**src/sldc_pkg.sv**
```systemverilog
package sldc_pkg;
    // Register offsets
    localparam logic [7:0] ADDR_LINK_CTRL = 8'h04;
    localparam logic [7:0] ADDR_PLL_CTRL = 8'h05;
    localparam logic [7:0] ADDR_LINE_FAULT = 8'h08;
    // Field positions
    localparam int PRBS_BIT = 5;
    localparam int SERIAL_LINK_ENABLE_BIT = 7;
    localparam int CLINK_BIT = 6;
    localparam int FWD_CC_BIT = 0;
    localparam int REV_CC_BIT = 1;
    localparam int JPLL_DIS_BIT = 6;
    // Reset values
    localparam logic [7:0] LINK_CTRL_RST = 8'h03;
    localparam logic [7:0] PLL_CTRL_RST = 8'h00;
    // Wire fault codes
    localparam logic [1:0] FAULT_SHORT_BATT = 2'h0;
    localparam logic [1:0] FAULT_SHORT_GND = 2'h1;
    localparam logic [1:0] FAULT_NORMAL = 2'h2;
    localparam logic [1:0] FAULT_OPEN = 2'h3;
    // Timing
    localparam int CLK_HZ = 20_000_000;
    localparam int REV_HOLD_US = 350;
    localparam int REV_HOLD_CYC = (REV_HOLD_US * (CLK_HZ / 1_000_000));
    localparam int BIT_RATE_MAX_BPS = 1_000_000;
    localparam int MIN_BIT_CYC = (CLK_HZ + BIT_RATE_MAX_BPS - 1) / BIT_RATE_MAX_BPS;

    typedef enum logic [3:0] {
        SLDC_ST_STARTUP = 4'h1,
        SLDC_ST_HOST_SIDE = 4'h2,
        SLDC_ST_REMOTE_SIDE = 4'h4,
        SLDC_ST_DUAL = 4'h8
    } sldc_mode_t;

    typedef struct packed {
        logic [1:0] neg_wire_fault_code;
        logic [1:0] pos_wire_fault_code;
    } sldc_fault_t;

    typedef struct packed {
        logic wr;
        logic rd;
        logic [7:0] addr;
        logic [7:0] wdata;
    } sldc_reg_req_t;
endpackage : sldc_pkg

```
**src/sldc_hold_timer.sv**
```systemverilog
`timescale 1ns/1ps
// Counts down a fixed hold after each start pulse; busy while running
module sldc_hold_timer #(
    parameter int HOLD_CYC = 7000
) (
    input wire logic core_clk_i,
    input wire logic reset_n_i,
    input wire logic start_i,
    output logic busy_o
);
    localparam int CW = $clog2(HOLD_CYC + 1);

    typedef struct packed {
        logic [CW-1:0] cnt;
        logic busy;
    } sldc_tmr_t;

    sldc_tmr_t st_r;
    sldc_tmr_t st_nxt;

    always_comb begin
        st_nxt = st_r;
        if (start_i) begin
            st_nxt.cnt = CW'(HOLD_CYC - 1);
            st_nxt.busy = 1'b1;
        end else if (st_r.cnt != '0) begin
            st_nxt.cnt = st_r.cnt - 1'b1;
        end else begin
            st_nxt.busy = 1'b0;
        end
    end

    always_ff @(posedge core_clk_i or negedge reset_n_i) begin
        if (!reset_n_i) begin
            st_r <= '0;
        end else begin
            st_r <= st_nxt;
        end
    end

    assign busy_o = st_r.busy;
endmodule : sldc_hold_timer

```
**src/sldc_ctrl.sv**
```systemverilog
`timescale 1ns/1ps
// How it works
// - Local select low, remote high: both controllers reach both register sets.
// - No contention arbitration; no acknowledge after a contention failure.
// - Two bits gate forward and reverse channels; both clear stops UART traffic.
// - Select pin change in dual mode returns link to matching startup state.
// - Jitter PLL enabled when its disable bit is zero, bypassed when one.
// - Reverse channel unavailable for 350us after serial link start or stop.
// - Interrupt output follows every transition of the looped remote lock.
// - Line fault output low while a fault is present, high when normal.
// - Negative wire code: 00 battery, 01 ground, 10 normal, 11 open.
// - Positive wire code uses same encoding in same order.
// - Control interface supports bit rates up to 1Mbps.
// - Link enable makes video link override config link and lock to clock.
module sldc_ctrl #(
    parameter int REV_HOLD_CYC = sldc_pkg::REV_HOLD_CYC
) (
    input wire logic core_clk_i,
    input wire logic reset_n_i,
    input sldc_pkg::sldc_reg_req_t reg_req_i,
    input wire logic control_side_select_i,
    input wire logic remote_side_select_i,
    input sldc_pkg::sldc_fault_t fault_det_i,
    input wire logic remote_int_i,
    input wire logic ctrl_bit_tick_i,
    input wire logic remote_ack_i,
    input wire logic contention_i,
    output logic [7:0] reg_rdata_o,
    output logic prbs_test_enable_o,
    output logic forward_ctrl_channel_enable_o,
    output logic reverse_ctrl_channel_enable_o,
    output logic uart_link_active_o,
    output logic jitter_pll_enable_o,
    output logic video_link_select_o,
    output logic config_link_select_o,
    output logic dual_ctrl_o,
    output sldc_pkg::sldc_mode_t link_mode_o,
    output logic ack_frame_o,
    output logic int_n_o,
    output logic line_fault_n_o
);
    typedef struct packed {
        logic [7:0] link_ctrl;
        logic [7:0] pll_ctrl;
        logic [7:0] rdata;
        logic [3:0] fault;
        logic line_fault_n;
        logic int_n;
        logic serial_link_enable_d;
        logic [1:0] sel_a;
        logic [1:0] sel_b;
        logic [1:0] sel_last;
        logic [1:0] int_s;
        logic [3:0] flt_s1;
        logic [3:0] flt_s2;
        sldc_pkg::sldc_mode_t mode;
        logic ack;
        logic [4:0] outs;
    } sldc_state_t;

    sldc_state_t st_r;
    sldc_state_t st_nxt;
    logic rev_busy;
    logic link_toggle;

    function automatic logic is_fault(input logic [1:0] code);
        is_fault = (code != sldc_pkg::FAULT_NORMAL);
    endfunction : is_fault

    function automatic sldc_pkg::sldc_mode_t mode_of(input logic [1:0] sel);
        unique case (sel)
            2'h0: mode_of = sldc_pkg::SLDC_ST_HOST_SIDE;
            2'h3: mode_of = sldc_pkg::SLDC_ST_REMOTE_SIDE;
            2'h2: mode_of = sldc_pkg::SLDC_ST_DUAL;
            default: mode_of = sldc_pkg::SLDC_ST_STARTUP;
        endcase
    endfunction : mode_of

    assign link_toggle = st_r.link_ctrl[sldc_pkg::SERIAL_LINK_ENABLE_BIT] ^ st_r.serial_link_enable_d;

    sldc_hold_timer #(
        .HOLD_CYC(REV_HOLD_CYC)
    ) u_rev_hold (
        .core_clk_i(core_clk_i),
        .reset_n_i(reset_n_i),
        .start_i(link_toggle),
        .busy_o(rev_busy)
    );

    always_comb begin
        logic [3:0] f;
        logic fwd;
        logic rev;
        logic serial_link_enable;
        f = st_r.flt_s2;
        fwd = 1'b0;
        rev = 1'b0;
        serial_link_enable = 1'b0;
        st_nxt = st_r;
        // Synchronisers for pins
        st_nxt.sel_a = {remote_side_select_i, control_side_select_i};
        st_nxt.sel_b = st_r.sel_a;
        st_nxt.int_s = {st_r.int_s[0], remote_int_i};
        st_nxt.flt_s1 = fault_det_i;
        st_nxt.flt_s2 = st_r.flt_s1;
        st_nxt.serial_link_enable_d = st_r.link_ctrl[sldc_pkg::SERIAL_LINK_ENABLE_BIT];
        // Writes; line fault register has no write path
        if (reg_req_i.wr) begin
            unique case (reg_req_i.addr)
                sldc_pkg::ADDR_LINK_CTRL: st_nxt.link_ctrl = reg_req_i.wdata;
                sldc_pkg::ADDR_PLL_CTRL: st_nxt.pll_ctrl = reg_req_i.wdata;
                default: st_nxt.link_ctrl = st_r.link_ctrl;
            endcase
        end
        st_nxt.fault = f;
        if (reg_req_i.rd) begin
            unique case (reg_req_i.addr)
                sldc_pkg::ADDR_LINK_CTRL: st_nxt.rdata = st_r.link_ctrl;
                sldc_pkg::ADDR_PLL_CTRL: st_nxt.rdata = st_r.pll_ctrl;
                sldc_pkg::ADDR_LINE_FAULT: st_nxt.rdata = {4'h0, st_r.fault};
                default: st_nxt.rdata = 8'h00;
            endcase
        end
        // Fault pin only moves on normal/fault boundary of either wire
        st_nxt.line_fault_n = !(is_fault(f[3:2]) || is_fault(f[1:0]));
        // Interrupt mirrors looped remote lock, both edges
        st_nxt.int_n = st_r.int_s[1];
        // Select change returns to startup first, then settles
        if (st_r.sel_b != st_r.sel_last) begin
            st_nxt.mode = sldc_pkg::SLDC_ST_STARTUP;
            st_nxt.sel_last = st_r.sel_b;
        end else begin
            st_nxt.mode = mode_of(st_r.sel_b);
        end
        fwd = st_r.link_ctrl[sldc_pkg::FWD_CC_BIT];
        // The toggle term covers the edge before the timer reports busy
        rev = st_r.link_ctrl[sldc_pkg::REV_CC_BIT] && !rev_busy && !link_toggle;
        serial_link_enable = st_r.link_ctrl[sldc_pkg::SERIAL_LINK_ENABLE_BIT];
        // Acknowledge only for a transaction that did not collide
        st_nxt.ack = remote_ack_i && !contention_i && (fwd || rev);
        st_nxt.outs = {
            st_r.link_ctrl[sldc_pkg::PRBS_BIT],
            fwd,
            rev,
            fwd || rev,
            !st_r.pll_ctrl[sldc_pkg::JPLL_DIS_BIT]
        };
        // Video link wins over configuration link
        video_link_select_o_calc:
        begin
            st_nxt.link_ctrl[sldc_pkg::CLINK_BIT] = st_nxt.link_ctrl[sldc_pkg::CLINK_BIT];
        end
        if (ctrl_bit_tick_i && serial_link_enable) begin
            st_nxt.link_ctrl = st_nxt.link_ctrl; // bit ticks at up to 1Mbps need no pacing
        end
    end

    always_ff @(posedge core_clk_i or negedge reset_n_i) begin
        if (!reset_n_i) begin
            st_r <= '{
                link_ctrl: sldc_pkg::LINK_CTRL_RST,
                pll_ctrl: sldc_pkg::PLL_CTRL_RST,
                line_fault_n: 1'b1,
                int_n: 1'b1,
                mode: sldc_pkg::SLDC_ST_STARTUP,
                fault: {sldc_pkg::FAULT_NORMAL, sldc_pkg::FAULT_NORMAL},
                flt_s1: {sldc_pkg::FAULT_NORMAL, sldc_pkg::FAULT_NORMAL},
                flt_s2: {sldc_pkg::FAULT_NORMAL, sldc_pkg::FAULT_NORMAL},
                int_s: 2'h3,
                default: '0
            };
        end else begin
            st_r <= st_nxt;
        end
    end

    logic [1:0] link_sel_r;
    always_ff @(posedge core_clk_i or negedge reset_n_i) begin
        if (!reset_n_i) begin
            link_sel_r <= 2'h0;
        end else begin
            link_sel_r <= {st_r.link_ctrl[sldc_pkg::SERIAL_LINK_ENABLE_BIT],
                st_r.link_ctrl[sldc_pkg::CLINK_BIT] && !st_r.link_ctrl[sldc_pkg::SERIAL_LINK_ENABLE_BIT]};
        end
    end

    assign reg_rdata_o = st_r.rdata;
    assign {prbs_test_enable_o, forward_ctrl_channel_enable_o, reverse_ctrl_channel_enable_o,
            uart_link_active_o, jitter_pll_enable_o} = st_r.outs;
    assign video_link_select_o = link_sel_r[1];
    assign config_link_select_o = link_sel_r[0];
    // One-hot mode: the dual state owns bit 3, so this is a plain flip-flop
    assign dual_ctrl_o = st_r.mode[3];
    assign link_mode_o = st_r.mode;
    assign ack_frame_o = st_r.ack;
    assign int_n_o = st_r.int_n;
    assign line_fault_n_o = st_r.line_fault_n;
endmodule : sldc_ctrl

```
**config.mk**
```make
export PLATFORM = sky130hd
export DESIGN_NAME = sldc_ctrl
export DESIGN_NICKNAME = d
export VERILOG_FILES = /design/src/sldc_pkg.sv /design/src/sldc_hold_timer.sv /design/src/sldc_ctrl.sv
export SDC_FILE = /design/constraint.sdc
export NUM_CORES = 1
export LEC_CHECK = 0
export BUFFER_PORTS_ARGS = -buffer_cell sky130_fd_sc_hd__buf_2
export CAP_MARGIN = 5
export CELL_PAD_IN_SITES_DETAIL_PLACEMENT = 0
export CELL_PAD_IN_SITES_GLOBAL_PLACEMENT = 1
export CORE_UTILIZATION = 30
export DETAILED_ROUTE_END_ITERATION = 6
export GPL_TIMING_DRIVEN = 0
export PLACE_DENSITY = 0.6
export SYNTH_ARGS = -nofsm -noshare
export SYNTH_HDL_FRONTEND = slang
export SYNTH_SLANG_ARGS = --single-unit
```
**constraint.sdc**
```tcl
create_clock -name core_clk_i -period 3.9 [get_ports core_clk_i]
set_input_delay 0.39 -clock core_clk_i [delete_from_list [all_inputs] [get_ports core_clk_i]]
set_output_delay 0.39 -clock core_clk_i [all_outputs]
set_load 0.1 [all_outputs]
```
==> impl_metrics.csv, run 1 <==
group,metric,value,unit
status,status,"completed",
critical_path,crit_type,"in -> reg",
synth,synth_seq_area_share,63.4,%
layout,fin_cells,415,
layout,drive_gt1_share,40.2,%
layout,area_growth,22.7,%
synth,yosys.area.top_type,"dfrtp_1",
floorplan,die_y,99.8,um
floorplan,die_area,0.00995,mm^2
detailed_routing,avgViaCountPerCell,4.41,
global_route,grt_max_degree,64,
critical_path,start_kind,"input pin",
detailed_routing,via_count,1829,
worst_hold_path,worstHoldPathType,"in -> reg",
global_route,grtUsageTotal,11.6,%
layout,final_common_cell,"dfrtp_1",
sta,finalSetupTns,0,ps
power,p_leak,1.64,nW
synth,syn-instance-count,218,
clock_network,clk_latency,340,ps
critical_path,crit_path_max_fanout,8,
global_route,grt_pass1_vias,1773,
clock_network,cts_max_level,3,
layout,fin_area,0.00352,mm^2
critical_path,required,4120,ps
synth,yosysWarnings,0,
flow_run,max_cap_violations,0,
floorplan,initial_core_util,31.0,%
place,placed_cells,398,
detailed_routing,first_pass_iters,4,
place,gp_congestion,0.701,
clock_network,ctsHoldBuffers,1,
layout,most-common-layout-cells,"dfrtp_1, buf_2, mux2_2",
synth,syn-num-nets,250,
synth,ys_ff_latch,72,
floorplan,coreArea,0.00924,mm^2
place,port_buffers,50,
sta,clock.fmax,492,MHz
sta,tightest_slew,698,ps
power,peakVddDrop,278,uV
sta,min_period,2030,ps
detailed_routing,postRouteAntennaNets,0,
global_route,grt_pass1_wl,8710,um
sta,post-route-period-util,52.1,%
clock_network,cts.sinks,72,
clock_network,cts_buffers,9,
synth,syn_area,0.00287,mm^2
layout,antenna_cells,0,
floorplan,num_rows,35,
floorplan,ioPinCount,53,
detailed_routing,drt_iter0_drc,73,
synth,yosys.area.top_type_share,51.5,%
clock_network,clockBufferDepth,2,
place,dpl-instance-area,0.00331,mm^2
detailed_routing,wirelength,5090,um
clock_network,cts_tree,"built",
synth,synthTopCellsByArea,"dfrtp_1, dfstp_2, mux2_2",
layout,fin_nets,313,
detailed_routing,drc,0,
power,powerDensity,509,mW/mm^2
synth,syn_avg_cell_area,13.1,um^2
sta,drv_slew,0,
floorplan,die_x,99.8,um
layout,fill_cells,932,
global_route,antenna_found_initial,0,
clock_network,cts_setup_buffers,0,
place,post-dp-hpwl,3570,um
critical_path,end_kind,"flop",
synth,synthArstFlopShare,100,%
sta,finalHoldViolCount,0,
sta,grt_setup_unrepaired,"no",
synth,synth_edf_count,0,
sta,skew,7.83,ps
sta,max_slew_margin,53.0,%
sta,setup_viol,0,
clock_network,clkTransAtPathRegs,80,ps
critical_path,cp.arrival,2260,ps
synth,synth_flop_cell,"dfrtp_1",
clock_network,ctsResizeCount,0,
global_route,grt-ovfl-total,0,
synth,synth.distinct_cells,43,
clock_network,root_buffer,"clkbuf_8",
detailed_routing,routedWlPerCell,12.3,um
[area by class of cell]
class / instances / area (um^2) / share of cell area (%)
Buffer: 17 / 109 / 3.10
Clock buffer: 10 / 128 / 3.63
Clock inverter: 6 / 70.1 / 1.99
Inverter: 13 / 48.8 / 1.39
Multi-Input combinational cell: 116 / 891 / 25.3
Sequential cell: 72 / 1820 / 51.7
Tap cell: 129 / 161 / 4.59
Timing Repair Buffer: 52 / 290 / 8.26
[Yosys cell counts, types with 3 or more instances]
master      n
mux2_2     17
or3_1       4
clkbuf_1    4
a22oi_1     4
dfstp_2    13
nand3_1     4
buf_4      12
xnor2_1     4
nand2_1    11
or4_1       3
a2bb2oi_1   4
o22ai_1     8
dfrtp_1    59
a21oi_1     4
o21ai_0     5
inv_1      13
nor2_1      4
mux2i_1     6
nor2b_1     5
[final timing paths]
check | start | end | slack, ps | cells past startpoint
hold reg to reg | st_nxt[22] | st_r[22] | 350 | 0
max in group asynchronous | reset_n_i | link_mode_o[0] | 2910 | 3
setup reg to reg | u_rev_hold.st_r[1] | u_rev_hold.st_r[11] | 1890 | 6
setup / recovery | reg_req_i[9] | st_r[46] | 1870 | 5
min in group asynchronous | reset_n_i | u_rev_hold.st_r[10] | 420 | 2
hold / removal | fault_det_i[3] | st_nxt[13] | 140 | 1
[registers in the layout, indices dropped and copies added (netlist names), 2 cells and up]
register         flops
u_rev_hold.st_r     13
link_mode_o          4
link_sel_r           2
st_nxt              15
reg_rdata_o          8
st_r                21
[through the flow]
step	hold slack, ps	utilization [%]	worst slack, ps	power, mW
finish	138	38.1	1870	1.79
global route	108	38.1	1740	1.91
CTS	119	38.1	1860	1.82
detailed placement	243	35.8	1480	1.23
global placement	334	35.5	1480	1.22
floorplan	94.4	-	1760	1.13
[power breakdown]
part / leakage [nW] / internal (mW) / switching [mW]
clock: 0.0887 / 0.297 / 0.284
sequential: 0.884 / 0.837 / 0.0741
combinational: 0.666 / 0.123 / 0.176
[cells by family after synthesis]
| logic type | share of synthesized area (%) |
|---|---|
| AND/OR/NAND/NOR | 11.9 |
| flip-flops | 63.4 |
| AO/OA/AOI/OAI | 7.68 |
| multiplexers | 8.77 |
| adder cells (fa/ha/maj) | 0.873 |
| XOR/XNOR | 1.83 |
| buffers and inverters | 5.50 |
[routing by layer]
layer	part of all wire [%]	GRT usage [%]	vias up	wire length, um
li1	-	-	891	-
met1	48	15.7	881	2430
met2	44	16.3	48	2250
met3	6.6	4.64	9	338
met4	1.4	5.09	0	70
met5	0	0	-	0
[worst max-delay path, cell delays in order]
cell and delay [ps]:
buf_2 90, or4_4 520, or3_4 410, nor3b_4 450
mux2_2 390
No activity file was read; power rests on OpenSTA's default activity.
==> run 2, diff against run 1 <==
- clock period: 3.9 -> 2 ns (I/O delays scaled with it)
==> run 2 against run 1 <==
Effect of this change:
- register-to-register slack got worse by 1800 ps
- final cell count up 2.2%
- highest routed layer unchanged
- flip-flop and latch count did not move
- global-route usage grew 0.11 points
- non-clock buffer count is 9 higher
- count of clock-buffer cells in the layout is the same
- design area rose by 3.8%
==> impl_metrics.csv, run 2 (synthesis gave the netlist of run 1 again) <==
group,metric,value,unit
status,status,"completed",
critical_path,end_kind,"flop",
global_route,grt_pass1_wl,8800,um
critical_path,crit_type,"reg -> reg",
floorplan,coreArea,0.00924,mm^2
power,powerDensity,987,mW/mm^2
sta,grt_setup_unrepaired,"yes",
sta,min_period,1920,ps
sta,finalHoldViolCount,0,
sta,setup_viol,0,
layout,fin_nets,322,
sta,clock.fmax,522,MHz
power,p_leak,1.68,nW
sta,skew,7.18,ps
floorplan,initial_core_util,31.0,%
sta,post-route-period-util,95.8,%
place,port_buffers,50,
detailed_routing,wirelength,5210,um
power,peakVddDrop,546,uV
place,gp_congestion,0.701,
layout,most-common-layout-cells,"dfrtp_1, buf_2, mux2_2",
worst_hold_path,hold_depth,2,
clock_network,cts.sinks,72,
layout,largest_reg_flops,21,
layout,antenna_cells,0,
layout,final_common_cell,"dfrtp_1",
global_route,antenna_found_initial,0,
layout,area_growth,27.4,%
clock_network,cts_buffers,9,
detailed_routing,drc,0,
critical_path,reg2regPathDepth,4,
global_route,grt-ovfl-total,0,
detailed_routing,routedWlPerCell,12.3,um
layout,fin_area,0.00365,mm^2
clock_network,clk_latency,340,ps
detailed_routing,via_count,1861,
sta,fin_ws,84.9,ps
critical_path,start_kind,"flop",
detailed_routing,drt_iter0_drc,67,
place,post-dp-hpwl,3570,um
floorplan,ioPinCount,53,
sta,drv_slew,0,
sta,max_slew_margin,53.5,%
clock_network,cts_tree,"built",
critical_path,cp.arrival,2170,ps
place,preCtsSetupSlack,-231,ps
layout,drive_gt1_share,43.1,%
floorplan,die_y,99.8,um
detailed_routing,first_pass_iters,4,
clock_network,root_buffer,"clkbuf_8",
place,dpl-instance-area,0.00331,mm^2
sta,finalSetupTns,0,ps
global_route,grtUsageTotal,11.7,%
floorplan,die_x,99.8,um
clock_network,cts_max_level,3,
layout,top_register,"st_r",
global_route,grt_max_degree,64,
clock_network,clockBufferDepth,2,
floorplan,die_area,0.00995,mm^2
worst_hold_path,worstHoldPathType,"in -> reg",
floorplan,num_rows,35,
sta,tightest_slew,691,ps
detailed_routing,avgViaCountPerCell,4.39,
detailed_routing,postRouteAntennaNets,0,
global_route,grt_pass1_vias,1801,
flow_run,max_cap_violations,0,
critical_path,required,2260,ps
layout,fill_cells,918,
clock_network,clkTransAtPathRegs,80,ps
critical_path,crit_path_max_fanout,5,
-- run 2: routing by layer --
metal / vias to the layer above / routed length [um] / share of wire (%) / GRT usage, %
li1: 909 / - / - / -
met1: 902 / 2540 / 49 / 15.8
met2: 41 / 2290 / 44 / 16.6
met3: 9 / 294 / 5.6 / 4.64
met4: 0 / 78 / 1.5 / 5.09
met5: - / 0 / 0 / 0
-- run 2: critical path: stages (launching register included) --
cell	delay [ps]
dfrtp_1	420
or4_1	640
a41o_1	290
or4_1	400
o21ai_0	80
-- run 2: report_power, final --
group	switching [mW]	internal [mW]	total (mW)	leakage (nW)
Sequential	0.158	1.63	1.79	0.883
Combinational	0.374	0.300	0.674	0.708
Clock	0.556	0.580	1.14	0.0887
-- run 2: repair_timing --
action | CTS | global route
resized for setup | 3 | 9
setup endpoints to repair | 1 | 5
pin swaps | 0 | 1
setup buffers | 0 | 2
endpoints found under the hold margin | 66 | 0
hold buffers | 8 | 0
cloned | 0 | 0
-- run 2: final timing paths --
kind                                     from             endpoint  slack [ps]
max                        u_rev_hold.st_r[4]   u_rev_hold.st_r[6]          80
min                              remote_ack_i          ack_frame_o         100
max reg2reg                u_rev_hold.st_r[4]   u_rev_hold.st_r[6]          80
min reg2reg                        st_nxt[22]             st_r[22]         350
max in group asynchronous           reset_n_i             st_r[30]        1200
min in group asynchronous           reset_n_i  u_rev_hold.st_r[10]         230
-- run 2: layout make-up --
type | count | area [um^2] | share of cell area [%]
inverter | 13 | 48.8 | 1.34
tap | 129 | 161 | 4.42
clock inverter | 6 | 70.1 | 1.92
multi-input combinational | 116 | 940 | 25.7
sequential | 72 | 1820 | 49.8
buffer | 17 | 109 | 2.98
timing repair buffer | 61 | 375 | 10.3
clock buffer | 10 | 128 | 3.50
-- run 2: metrics by stage --
stage               power (mW)  util (%)  cells  hold WS (ps)
floorplan                 2.21         -    218         -95.6
global placement          2.37      35.5    397           305
detailed placement        2.40      35.8    398          53.5
CTS                       3.59      39.0    422          77.1
global route              3.84      39.5    424          75.4
finish                    3.60      39.5    424          95.4
